===== src/include/dac_pkg.sv =====
// shared constants and types for the two-channel ladder converter control
package dac_pkg;

  // ==========================================================================
  // register map: printed offsets are word indices, byte address = index * 4
  // ==========================================================================
  localparam int unsigned IDX_W       = 30;
  localparam logic [29:0] MODE_INDEX  = 30'h0FFFF282;
  localparam logic [29:0] CODE0_INDEX = 30'h0FFFF284;
  localparam logic [29:0] CODE1_INDEX = 30'h0FFFF285;
  localparam logic [29:0] STAT_INDEX  = 30'h0FFFF286;

  // ==========================================================================
  // mode register fields
  // ==========================================================================
  localparam int unsigned CE1_BIT    = 5;
  localparam int unsigned CE0_BIT    = 4;
  localparam int unsigned MD1_BIT    = 1;
  localparam int unsigned MD0_BIT    = 0;
  localparam logic [7:0]  MODE_WMASK = 8'h33;
  localparam logic [7:0]  MODE_RESET = 8'h00;
  localparam logic [7:0]  CODE_RESET = 8'h00;

  // ==========================================================================
  // status register fields (read only)
  // ==========================================================================
  localparam int unsigned ST_SETTLED0 = 0;
  localparam int unsigned ST_SETTLED1 = 1;
  localparam int unsigned ST_DEFINED0 = 4;
  localparam int unsigned ST_DEFINED1 = 5;
  localparam int unsigned ST_LOWPOWER = 6;
  localparam int unsigned ST_STOP     = 7;

  // ==========================================================================
  // timing: settling is a longest time, so the cycle count rounds down
  // ==========================================================================
  localparam int unsigned CLK_PERIOD_NS  = 100;
  localparam int unsigned SETTLE_TIME_NS = 3000;
  localparam int unsigned SETTLE_CYCLES  =
    (SETTLE_TIME_NS / CLK_PERIOD_NS) < 1 ? 1 : (SETTLE_TIME_NS / CLK_PERIOD_NS);

  // ==========================================================================
  // types
  // ==========================================================================
  typedef enum logic [1:0] {
    CH_OFF      = 2'b00,
    CH_WAIT_TRG = 2'b01,
    CH_SETTLING = 2'b10,
    CH_STEADY   = 2'b11
  } ch_state_t;

  typedef enum logic [2:0] {
    SEL_NONE  = 3'b000,
    SEL_MODE  = 3'b001,
    SEL_CODE0 = 3'b010,
    SEL_CODE1 = 3'b011,
    SEL_STAT  = 3'b100
  } reg_sel_t;

endpackage


===== src/rtl/dac_control.sv =====
// register block and channel pair of the two-channel 8-bit ladder converter
//
// Overview of operation
// - two channels, level equals reference times code/256
// - mode register: 8-bit, byte access, resets zero
// - enables at bits 5/4, modes bits 1/0
// - enable bit 0 stops channel, 1 allows
// - mode bit 0 write-triggered, 1 timer-triggered
// - channel 0 timer 2, channel 1 timer 3
// - code registers: 8-bit, byte access, reset zero
// - normal mode: code write starts conversion
// - normal mode: enabling converts the held code
// - output holds until next conversion
// - real-time mode: each timer event converts code
// - real-time output undefined until first event
// - deepest stop halts, outputs high impedance
// - idle and subclock modes keep converter running
`timescale 1ns/1ns
module dac_control #(
  parameter int unsigned SETTLE_CYCLES = dac_pkg::SETTLE_CYCLES
) (
  input  wire logic        pclk,
  input  wire logic        presetn,
  input  wire logic        psel,
  input  wire logic        penable,
  input  wire logic        pwrite,
  input  wire logic [31:0] paddr,
  input  wire logic [31:0] pwdata,
  input  wire logic [3:0]  pstrb,
  output logic      [31:0] prdata,
  output logic             pready,
  output logic             pslverr,
  input  wire logic        timer2_compare_event,
  input  wire logic        timer3_compare_event,
  input  wire logic        stop_mode,
  input  wire logic        idle_standby_1,
  input  wire logic        idle_standby_2,
  input  wire logic        subclock_mode,
  output logic      [7:0]  analog_out_0,
  output logic             analog_out_0_oe,
  output logic      [7:0]  analog_out_1,
  output logic             analog_out_1_oe
);

  // ==========================================================================
  // register state
  // ==========================================================================
  logic [7:0] mode_r;
  logic [7:0] code0_r;
  logic [7:0] code1_r;
  logic [7:0] mode_nxt;
  logic       pready_r;
  logic       pslverr_r;
  logic [31:0] prdata_r;
  logic [7:0] level0;
  logic [7:0] level1;
  logic       drive0;
  logic       drive1;
  logic       settled0;
  logic       settled1;
  logic       defined0;
  logic       defined1;

  // ==========================================================================
  // address decode
  // ==========================================================================
  function automatic dac_pkg::reg_sel_t decode(input logic [31:0] addr);
    logic [29:0] idx;
    idx = addr[31:2];
    if (addr[1:0] != 2'b00) begin
      decode = dac_pkg::SEL_NONE;
    end else if (idx == dac_pkg::MODE_INDEX) begin
      decode = dac_pkg::SEL_MODE;
    end else if (idx == dac_pkg::CODE0_INDEX) begin
      decode = dac_pkg::SEL_CODE0;
    end else if (idx == dac_pkg::CODE1_INDEX) begin
      decode = dac_pkg::SEL_CODE1;
    end else if (idx == dac_pkg::STAT_INDEX) begin
      decode = dac_pkg::SEL_STAT;
    end else begin
      decode = dac_pkg::SEL_NONE;
    end
  endfunction

  wire dac_pkg::reg_sel_t sel = decode(paddr);
  wire       setup     = psel & ~penable;
  // the access edge is the only one at which a write lands
  wire       access    = psel & penable & pready_r;
  // only the low byte lane carries register data; other lanes alone do nothing
  wire       lane0     = pstrb[0];
  wire       wr_ok     = access & pwrite & lane0 & ~pslverr_r;
  wire       wr_mode   = wr_ok & (sel == dac_pkg::SEL_MODE);
  wire       wr_code0  = wr_ok & (sel == dac_pkg::SEL_CODE0);
  wire       wr_code1  = wr_ok & (sel == dac_pkg::SEL_CODE1);
  wire [7:0] wdata     = pwdata[7:0];

  // fixed-zero bits are masked on the way in, so they always read back zero
  assign mode_nxt = wdata & dac_pkg::MODE_WMASK;

  // ==========================================================================
  // mode field views
  // ==========================================================================
  wire ce0 = mode_r[dac_pkg::CE0_BIT];
  wire ce1 = mode_r[dac_pkg::CE1_BIT];
  wire md0 = mode_r[dac_pkg::MD0_BIT];
  wire md1 = mode_r[dac_pkg::MD1_BIT];

  // the enable bit moves in the same edge as a mode write, so the channel sees
  // the new enable one cycle later and detects its rise against its own copy
  wire low_power = idle_standby_1 | idle_standby_2 | subclock_mode;

  // ==========================================================================
  // status view
  // ==========================================================================
  wire [7:0] status_val;
  assign status_val[dac_pkg::ST_SETTLED0] = settled0;
  assign status_val[dac_pkg::ST_SETTLED1] = settled1;
  assign status_val[3:2]                  = 2'b00;
  assign status_val[dac_pkg::ST_DEFINED0] = defined0;
  assign status_val[dac_pkg::ST_DEFINED1] = defined1;
  assign status_val[dac_pkg::ST_LOWPOWER] = low_power;
  assign status_val[dac_pkg::ST_STOP]     = stop_mode;

  wire [7:0] rd_byte = (sel == dac_pkg::SEL_MODE)  ? mode_r  :
                       (sel == dac_pkg::SEL_CODE0) ? code0_r :
                       (sel == dac_pkg::SEL_CODE1) ? code1_r :
                       (sel == dac_pkg::SEL_STAT)  ? status_val : 8'h00;
  wire       bad_addr = (sel == dac_pkg::SEL_NONE);
  // status is read only; a write to it is answered with an error
  wire       bad_wr   = pwrite & (sel == dac_pkg::SEL_STAT);

  // ==========================================================================
  // apb answer: ready, data and error are all set up in the setup cycle
  // ==========================================================================
  always_ff @(posedge pclk or negedge presetn) begin
    if (!presetn) begin
      pready_r  <= 1'b0;
      pslverr_r <= 1'b0;
      prdata_r  <= 32'h00000000;
    end else begin
      pready_r  <= setup;
      pslverr_r <= setup & (bad_addr | bad_wr);
      if (setup && !pwrite) begin
        prdata_r <= {24'h000000, rd_byte};
      end else if (access) begin
        prdata_r <= 32'h00000000;
      end
    end
  end

  assign prdata  = prdata_r;
  assign pready  = pready_r;
  assign pslverr = pslverr_r;

  // ==========================================================================
  // software registers
  // ==========================================================================
  always_ff @(posedge pclk or negedge presetn) begin
    if (!presetn) begin
      mode_r <= dac_pkg::MODE_RESET;
    end else if (wr_mode) begin
      mode_r <= mode_nxt;
    end
  end

  always_ff @(posedge pclk or negedge presetn) begin
    if (!presetn) begin
      code0_r <= dac_pkg::CODE_RESET;
      code1_r <= dac_pkg::CODE_RESET;
    end else begin
      if (wr_code0) begin
        code0_r <= wdata;
      end
      if (wr_code1) begin
        code1_r <= wdata;
      end
    end
  end

  // ==========================================================================
  // channels; idle and subclock inputs do not gate them
  // ==========================================================================
  dac_channel #(
    .SETTLE_CYCLES (SETTLE_CYCLES)
  ) u_ch0 (
    .pclk      (pclk),
    .presetn   (presetn),
    .enable    (ce0),
    .rt_mode   (md0),
    .stop_mode (stop_mode),
    .code      (code0_r),
    .code_wr   (wr_code0),
    .wr_code   (wdata),
    .timer_evt (timer2_compare_event),
    .level_r   (level0),
    .drive_r   (drive0),
    .settled_r (settled0),
    .defined_r (defined0)
  );

  dac_channel #(
    .SETTLE_CYCLES (SETTLE_CYCLES)
  ) u_ch1 (
    .pclk      (pclk),
    .presetn   (presetn),
    .enable    (ce1),
    .rt_mode   (md1),
    .stop_mode (stop_mode),
    .code      (code1_r),
    .code_wr   (wr_code1),
    .wr_code   (wdata),
    .timer_evt (timer3_compare_event),
    .level_r   (level1),
    .drive_r   (drive1),
    .settled_r (settled1),
    .defined_r (defined1)
  );

  // ladder inputs are flip-flop outputs inside the channels
  assign analog_out_0    = level0;
  assign analog_out_0_oe = drive0;
  assign analog_out_1    = level1;
  assign analog_out_1_oe = drive1;

endmodule


===== src/rtl/dac_channel.sv =====
// one converter channel: trigger selection, held output level, settling timer
`timescale 1ns/1ns
module dac_channel #(
  parameter int unsigned SETTLE_CYCLES = dac_pkg::SETTLE_CYCLES
) (
  input  wire logic       pclk,
  input  wire logic       presetn,
  input  wire logic       enable,
  input  wire logic       rt_mode,
  input  wire logic       stop_mode,
  input  wire logic [7:0] code,
  input  wire logic       code_wr,
  input  wire logic [7:0] wr_code,
  input  wire logic       timer_evt,
  output logic      [7:0] level_r,
  output logic            drive_r,
  output logic            settled_r,
  output logic            defined_r
);

  localparam int unsigned CNT_W = $clog2(SETTLE_CYCLES + 1);
  localparam logic [CNT_W-1:0] CNT_LOAD = CNT_W'(SETTLE_CYCLES - 1);

  dac_pkg::ch_state_t state_r;
  dac_pkg::ch_state_t state_nxt;
  logic [CNT_W-1:0]   cnt_r;
  logic               enable_d_r;

  // ==========================================================================
  // trigger sources
  // ==========================================================================
  wire       active       = enable & ~stop_mode;
  wire       enable_rise  = enable & ~enable_d_r;
  wire       start_normal = active & ~rt_mode & (code_wr | enable_rise);
  wire       start_rt     = active & rt_mode & timer_evt;
  wire       start        = start_normal | start_rt;
  // a write in the trigger cycle converts the new value; software avoids that case
  wire [7:0] start_val    = code_wr ? wr_code : code;

  always_comb begin
    state_nxt = state_r;
    case (state_r)
      dac_pkg::CH_OFF: begin
        if (active && rt_mode && enable_rise) begin
          state_nxt = dac_pkg::CH_WAIT_TRG;
        end else if (active) begin
          state_nxt = dac_pkg::CH_STEADY;
        end
      end
      dac_pkg::CH_WAIT_TRG,
      dac_pkg::CH_STEADY: begin
        if (!active) begin
          state_nxt = dac_pkg::CH_OFF;
        end
      end
      dac_pkg::CH_SETTLING: begin
        if (!active) begin
          state_nxt = dac_pkg::CH_OFF;
        end else if (cnt_r == '0) begin
          state_nxt = dac_pkg::CH_STEADY;
        end
      end
      default: state_nxt = dac_pkg::CH_OFF;
    endcase
    if (start) begin
      state_nxt = dac_pkg::CH_SETTLING;
    end
  end

  always_ff @(posedge pclk or negedge presetn) begin
    if (!presetn) begin
      state_r    <= dac_pkg::CH_OFF;
      cnt_r      <= '0;
      enable_d_r <= 1'b0;
    end else begin
      state_r    <= state_nxt;
      enable_d_r <= enable;
      if (start) begin
        cnt_r <= CNT_LOAD;
      end else if (cnt_r != '0) begin
        cnt_r <= cnt_r - 1'b1;
      end
    end
  end

  // level only moves on a conversion start and is held otherwise
  always_ff @(posedge pclk or negedge presetn) begin
    if (!presetn) begin
      level_r   <= dac_pkg::CODE_RESET;
      drive_r   <= 1'b0;
      settled_r <= 1'b0;
      defined_r <= 1'b0;
    end else begin
      if (start) begin
        level_r <= start_val;
      end
      drive_r   <= active;
      settled_r <= (state_nxt == dac_pkg::CH_STEADY);
      if (start) begin
        defined_r <= 1'b1;
      end else if (active && rt_mode && enable_rise) begin
        defined_r <= 1'b0;
      end
    end
  end

endmodule


===== config.mk =====
export PLATFORM = sky130hd
export DESIGN_NAME = dac_control
export DESIGN_NICKNAME = d
export VERILOG_FILES = /design/src/include/dac_pkg.sv /design/src/rtl/dac_control.sv /design/src/rtl/dac_channel.sv
export SDC_FILE = /design/constraint.sdc
export NUM_CORES = 1
export LEC_CHECK = 0
export CAP_MARGIN = 25
export CORE_MARGIN = 8
export CORE_UTILIZATION = 49
export CTS_CLUSTER_SIZE = 30
export DETAILED_ROUTE_END_ITERATION = 12
export DONT_BUFFER_PORTS = 1
export PLACE_DENSITY = 0.66
export RECOVER_POWER = 25
export SYNTH_ARGS = -nofsm -noshare
export SYNTH_HDL_FRONTEND = slang
export SYNTH_SLANG_ARGS = --single-unit

===== constraint.sdc =====
create_clock -name pclk -period 2.1 [get_ports pclk]
set_input_delay 0.105 -clock pclk [delete_from_list [all_inputs] [get_ports pclk]]
set_output_delay 0.105 -clock pclk [all_outputs]
set_load 0.03 [all_outputs]

**Word-level counts from Yosys, hierarchy flattened**

Cells that the tools add are included.

- $add $sub $neg: 2
- Bitwise logic cells: 37
- Mux-type cells: 35
- Reduce and logical (&&, ||, !) cells: 21
- Equality and inequality tests: 16

Operator list:

| kind | count |
|---|---|
| equality test 30 x 28 -> 1 bit, second input constant | 4 |
| two-way mux 32 bit | 2 |
| two-way mux 8 bit | 6 |
| two-way mux 2 bit | 12 |
| AND 1 bit | 23 |
| two-way mux 5 bit | 4 |
| two-way mux 3 bit | 5 |
| equality test 2 bit, second input constant | 6 |
| one-hot mux 2 bit (3 select lines) | 2 |
| nonzero test 2 bit | 6 |
| zero test 5 bit | 2 |
| nonzero test 5 bit | 2 |
| subtractor 5 x 1 -> 5 bit, second input constant | 2 |
| NOT 1 bit | 7 |
| bitwise OR 1 bit | 7 |
| equality test 3 x 2 -> 1 bit, second input constant | 2 |
| logical AND 1 bit | 5 |
| equality test 2 x 1 -> 1 bit, second input constant | 2 |
| zero test 2 bit | 2 |
| two-way mux 1 bit | 4 |
| OR reduction 2 bit | 2 |
| equality test 3 x 1 -> 1 bit, second input constant | 1 |
| equality test 3 bit, second input constant | 1 |
| zero test 3 bit | 1 |
| zero test 1 bit | 1 |

- Output and inout port bits: 52
- Register bits after elaboration: 92
- Logic and storage cells: 131

**Logic depth before layout (Yosys ltp)**

- Word-level depth: 13
- Gate-level depth with buffers: 9
- Mapped depth without buffers: 7

**Modules after synthesis**

From an unflattened synthesis, not the netlist that was laid out.

- Cell total of the unflattened synthesis: 323
- Area, all modules: 3664.8 µm²

Modules (own cells, without submodules):

| module | cells an instance | times used | area an instance (µm²) |
|---|---|---|---|
| dac_channel | 73 | 2 | 922.1 |
| dac_control | 177 | 1 | 1820.5 |

**Worst setup path after synthesis**

No wires, ideal clock.

- Path kind: input -> register
- Start point: in paddr[7]
- End point: reg mode_r[0]
- Stages on the path: 5
- Arrival: 2.468 ns
- Buffers on the path: 0
- Library setup time: 0.125 ns
- Path slack: -0.493 ns
- Path through: or4b_4 > or4_4 > or4_1 > or4b_4 > mux2_4

- Cells in the longest elaborated chain, start to end: 8

RTL lines:

| item | RTL line | RTL |
|---|---|---|
| start, declared | dac_control.sv:27 | `input wire logic [31:0] paddr,` |
| equality test 30 x 28 -> 1 bit | dac_control.sv:78 | `end else if (idx == dac_pkg::STAT_INDEX) begin` |
| two-way mux 3 bit | dac_control.sv:78 |  |
| two-way mux 3 bit | dac_control.sv:76 | `end else if (idx == dac_pkg::CODE1_INDEX) begin` |
| two-way mux 3 bit | dac_control.sv:74 | `end else if (idx == dac_pkg::CODE0_INDEX) begin` |
| two-way mux 3 bit (*) | dac_control.sv:72 | `end else if (idx == dac_pkg::MODE_INDEX) begin` |
| two-way mux 3 bit (*) | dac_control.sv:70 | `if (addr[1:0] != 2'b00) begin` |
| equality test 3 x 1 -> 1 bit (*) | dac_control.sv:92 | `wire wr_mode = wr_ok & (sel == dac_pkg::SEL_MODE);` |
| AND 1 bit (*) | dac_control.sv:92 |  |
| end signal, assigned | dac_control.sv:160 | `mode_r <= dac_pkg::MODE_RESET;` |
| end signal, assigned | dac_control.sv:162 | `mode_r <= mode_nxt;` |
| end, declared | dac_control.sv:48 | `logic [7:0] mode_r;` |

Mark *: on every way between the ends. The rest lies on a longest branch, timed or not.
A chain may end at the register's enable or synchronous reset.

**Final worst setup path**

- Start point: in paddr[13]
- End point: reg mode_r[5]

Same word-level chain as after synthesis.

==> out/results.txt <==
final setup vio count -> 4
Slew @ Worst Pin -> 1.67 ns
DRC -> 0
Setup WS pre-CTS -> -0.467 ns
Worst Skew -> 0.00790 ns
DP Area -> 3480 um^2
RePlAce Congestion -> 0.805
Crit path max-delay family -> simple AND/OR/NAND/NOR gates
unrepaired setup endpoints after global routing -> yes
Worst path slowest cell -> or4b_4
DIE WIDTH -> 99.3 um
post-route insts no fill -> 449
#FFs+latches synth -> 68
number of max-cap violations -> 1
combinational group share of total power -> 7.4%
PD cells -> 635 nW/um^2
critical path's largest stage delay -> 0.55 ns
Die H -> 99.3 um
critical path arrival -> 2.42 ns
Global Route met3 Usage -> 5.59%
final antenna-violating net count -> 0
R2R cell count -> 6
min-delay src -> stop_mode
Worst path depth -> 5
initial antenna violation count -> 0
IO Pins -> 131
Clock Root Buffer -> clkbuf_8
largest net degree at the start of global routing -> 69
total power -> 2.43 mW
Tcrit/Tclk final -> 105%
routed len/inst -> 18.7 um
worst hold stages -> 2
crit end category -> flip-flop
most used flip-flop cell after synthesis -> dfrtp_1
Flop pwr share -> 54.1%
total CTS buffers -> 9
worst path required time -> 2.32 ns
n_diodes -> 0
Fmax achieved -> 0.453 GHz
PortBufs -> 0
Worst VDD drop -> 0.000394 V
Overflow after GRT -> 0
Clock power frac -> 38.5%
Synth cell types -> 43
CTS Buffer Depth -> 2
critical path class -> input pin to flip-flop
CP Launch Type -> input pin
met1 Use GR -> 20.0%
slew margin rel. -> -11.2%
drt first pass iters -> 4
Detail Placement HPWL -> 6100 um
clock-pin slew on the worst setup and hold paths -> 0.07 ns
Crit path top cell by count -> or4_4
final hold violations -> 0
buffer and inverter count on the worst path -> 0
design area -> 3830 um^2
status -> finished with violations
CTS tree -> done
worst hold path type -> input pin to flip-flop
ys async rst share -> 100%
synth warn -> 0
sw frac -> 24.1%
floorplan row count -> 30
die footprint -> 9860 um^2
fin worst setup slack -> -0.105 ns
H-tree depth -> 3
internal power -> 1.85 mW
placed insts -> 416
crit-path cells -> or4bb_4, or4_4, or4_4, or4b_4, mux2_4
first-pass GRT wire length -> 13600 um
Area growth, synth to finish -> 12.7%
vias in the first global route -> 2694
CP max FO -> 4
clk sinks -> 68
critical path startpoint -> paddr[13]
synthesized instance count -> 333
WL final -> 8410 um
busiest grt layer -> met2
clock insertion delay at the later pin of the skew report -> 0.33 ns
layout cell share with drive strength beyond 1 -> 20.3%
register area share after synthesis -> 50.1%
Pleak -> 1.97 nW
Net count, final -> 446
Tmin final -> 2.21 ns
Slew Viols, Final -> 69
starting DRC count in detailed routing -> 137
vias per inst -> 5.61
mapped cell area -> 3400 um^2
Worst R2R Start -> pready
GRT Total Usage -> 17.8%
initial core utilization -> 50.3%
failing checks -> capacitance limit, slew limit, setup timing
met2 GRT Util -> 30.3%
mean area per synthesized cell -> 10.2 um^2
core area -> 6760 um^2
Post-synth EDFFs -> 0
routed vias -> 2520
switching pwr -> 0.587 mW
## per-stage QoR
step	hold WS (ns)	TNS [ns]	util, %
final	0.0385	-0.408	56.7
after global routing	0.0559	-0.455	56.7
after CTS	0.0252	-0.217	56.6
after detailed placement	-0.188	-4.70	51.5
after global placement	-0.188	-4.08	51.5
after floorplan	-0.191	-4.63	-
## cell type report
type	count	area, um^2
well taps	80	100
clock inverters	2	10.0
multi-input cells	241	1530
clock buffers	13	159
repair buffers	35	294
fillers	617	2930
inverters	10	37.5
flip-flops and latches	68	1700
## registers in the layout (all words and copies together), names as in the netlist, 2 cells and up
name,flops
code1_r,8
code0_r,8
u_ch0.state_r,2
u_ch1.state_r,2
u_ch1.level_r,8
mode_r,4
prdata,8
u_ch0.level_r,8
u_ch0.cnt_r,5
u_ch1.cnt_r,5
## metal layers
metal	part of all wire, %	vias to the layer above
met2	50	62
li1	-	1203
met3	6.5	12
met4	1.9	0
met1	41	1243
met5	0	-
## power by group through the flow
| stage | Sequential (mW) | Clock, mW | Combinational [mW] |
|---|---|---|---|
| 2_1_floorplan | 1.34 | 0 | 0.141 |
| 3_3_place_gp | 1.34 | 0 | 0.119 |
| 3_5_place_dp | 1.34 | 0 | 0.121 |
| 4_1_cts | 1.31 | 0.961 | 0.186 |
| 5_1_grt | 1.31 | 1.02 | 0.196 |
| 6_report | 1.32 | 0.936 | 0.181 |
## logic make-up after synthesis
| logic type | synth area share (%) |
|---|---|
| and+or+nand+nor | 20.6 |
| DFF | 50.1 |
| AOI/OAI and AO/OA | 12.2 |
| buffers and inverters | 7.88 |
| muxes | 7.95 |
| adders and majority gates | 0.736 |
| xor gates and xnor gates | 0.516 |
| other | 0.110 |
## path summary, 6_finish.rpt
check	slack, ns	to
worst max register to register	0.11	u_ch1.level_r[6]
max in group asynchronous	0.35	u_ch1.defined_r
worst min-delay path	0.04	u_ch1.drive_r
min in group asynchronous	0.73	u_ch1.cnt_r[1]
worst min register to register	0.46	u_ch1.enable_d_r
worst max-delay path	-0.11	mode_r[5]
## synth_stat cells (all sizes together) (3+ instances only)
library cell | count | share of area, %
nand2b | 7 | 1.3
nand2 | 39 | 4.3
or4 | 4 | 0.99
a21oi | 10 | 1.5
mux2i | 3 | 0.88
nor4 | 3 | 0.74
o221a | 8 | 2.7
nor3 | 12 | 1.8
buf | 25 | 5.4
inv | 10 | 1.1
and3 | 3 | 0.55
o31ai | 5 | 1.1
dfrtp | 68 | 50
mux2 | 20 | 7.1
a221o | 8 | 2.4
or3b | 4 | 1.0
a31oi | 4 | 0.74
a211o | 3 | 0.77
nand3 | 6 | 0.88
clkbuf | 12 | 1.3
nand4 | 3 | 0.55
o21ai | 9 | 1.3
nor2 | 39 | 4.3
nor2b | 5 | 0.92
## layout by cell type, fill, tap and decap left out, types with 5 or more instances in the layout
| cell | count |
|---|---|
| nor3_1 | 12 |
| buf_4 | 19 |
| dfrtp_1 | 68 |
| conb_1 | 24 |
| o221a_2 | 8 |
| nor2_1 | 39 |
| dlygate4sd3_1 | 13 |
| o21ai_0 | 9 |
| nor2b_1 | 5 |
| inv_1 | 10 |
| o31ai_1 | 5 |
| a21oi_1 | 10 |
| clkbuf_8 | 11 |
| mux2_2 | 16 |
| nand2_1 | 39 |
| nand3_1 | 6 |
| a221o_1 | 8 |
| nand2b_1 | 7 |
## what timing repair did
action                                 in CTS  in global routing
gates cloned                                0                  1
hold buffers                               14                  0
endpoints found under the hold margin     108                  0
buffers inserted                            2                  0
setup endpoints to repair                   4                 12
pin swaps                                   2                  1
gates resized for setup                     0                  4
No activity file was read; power rests on OpenSTA's default activity.
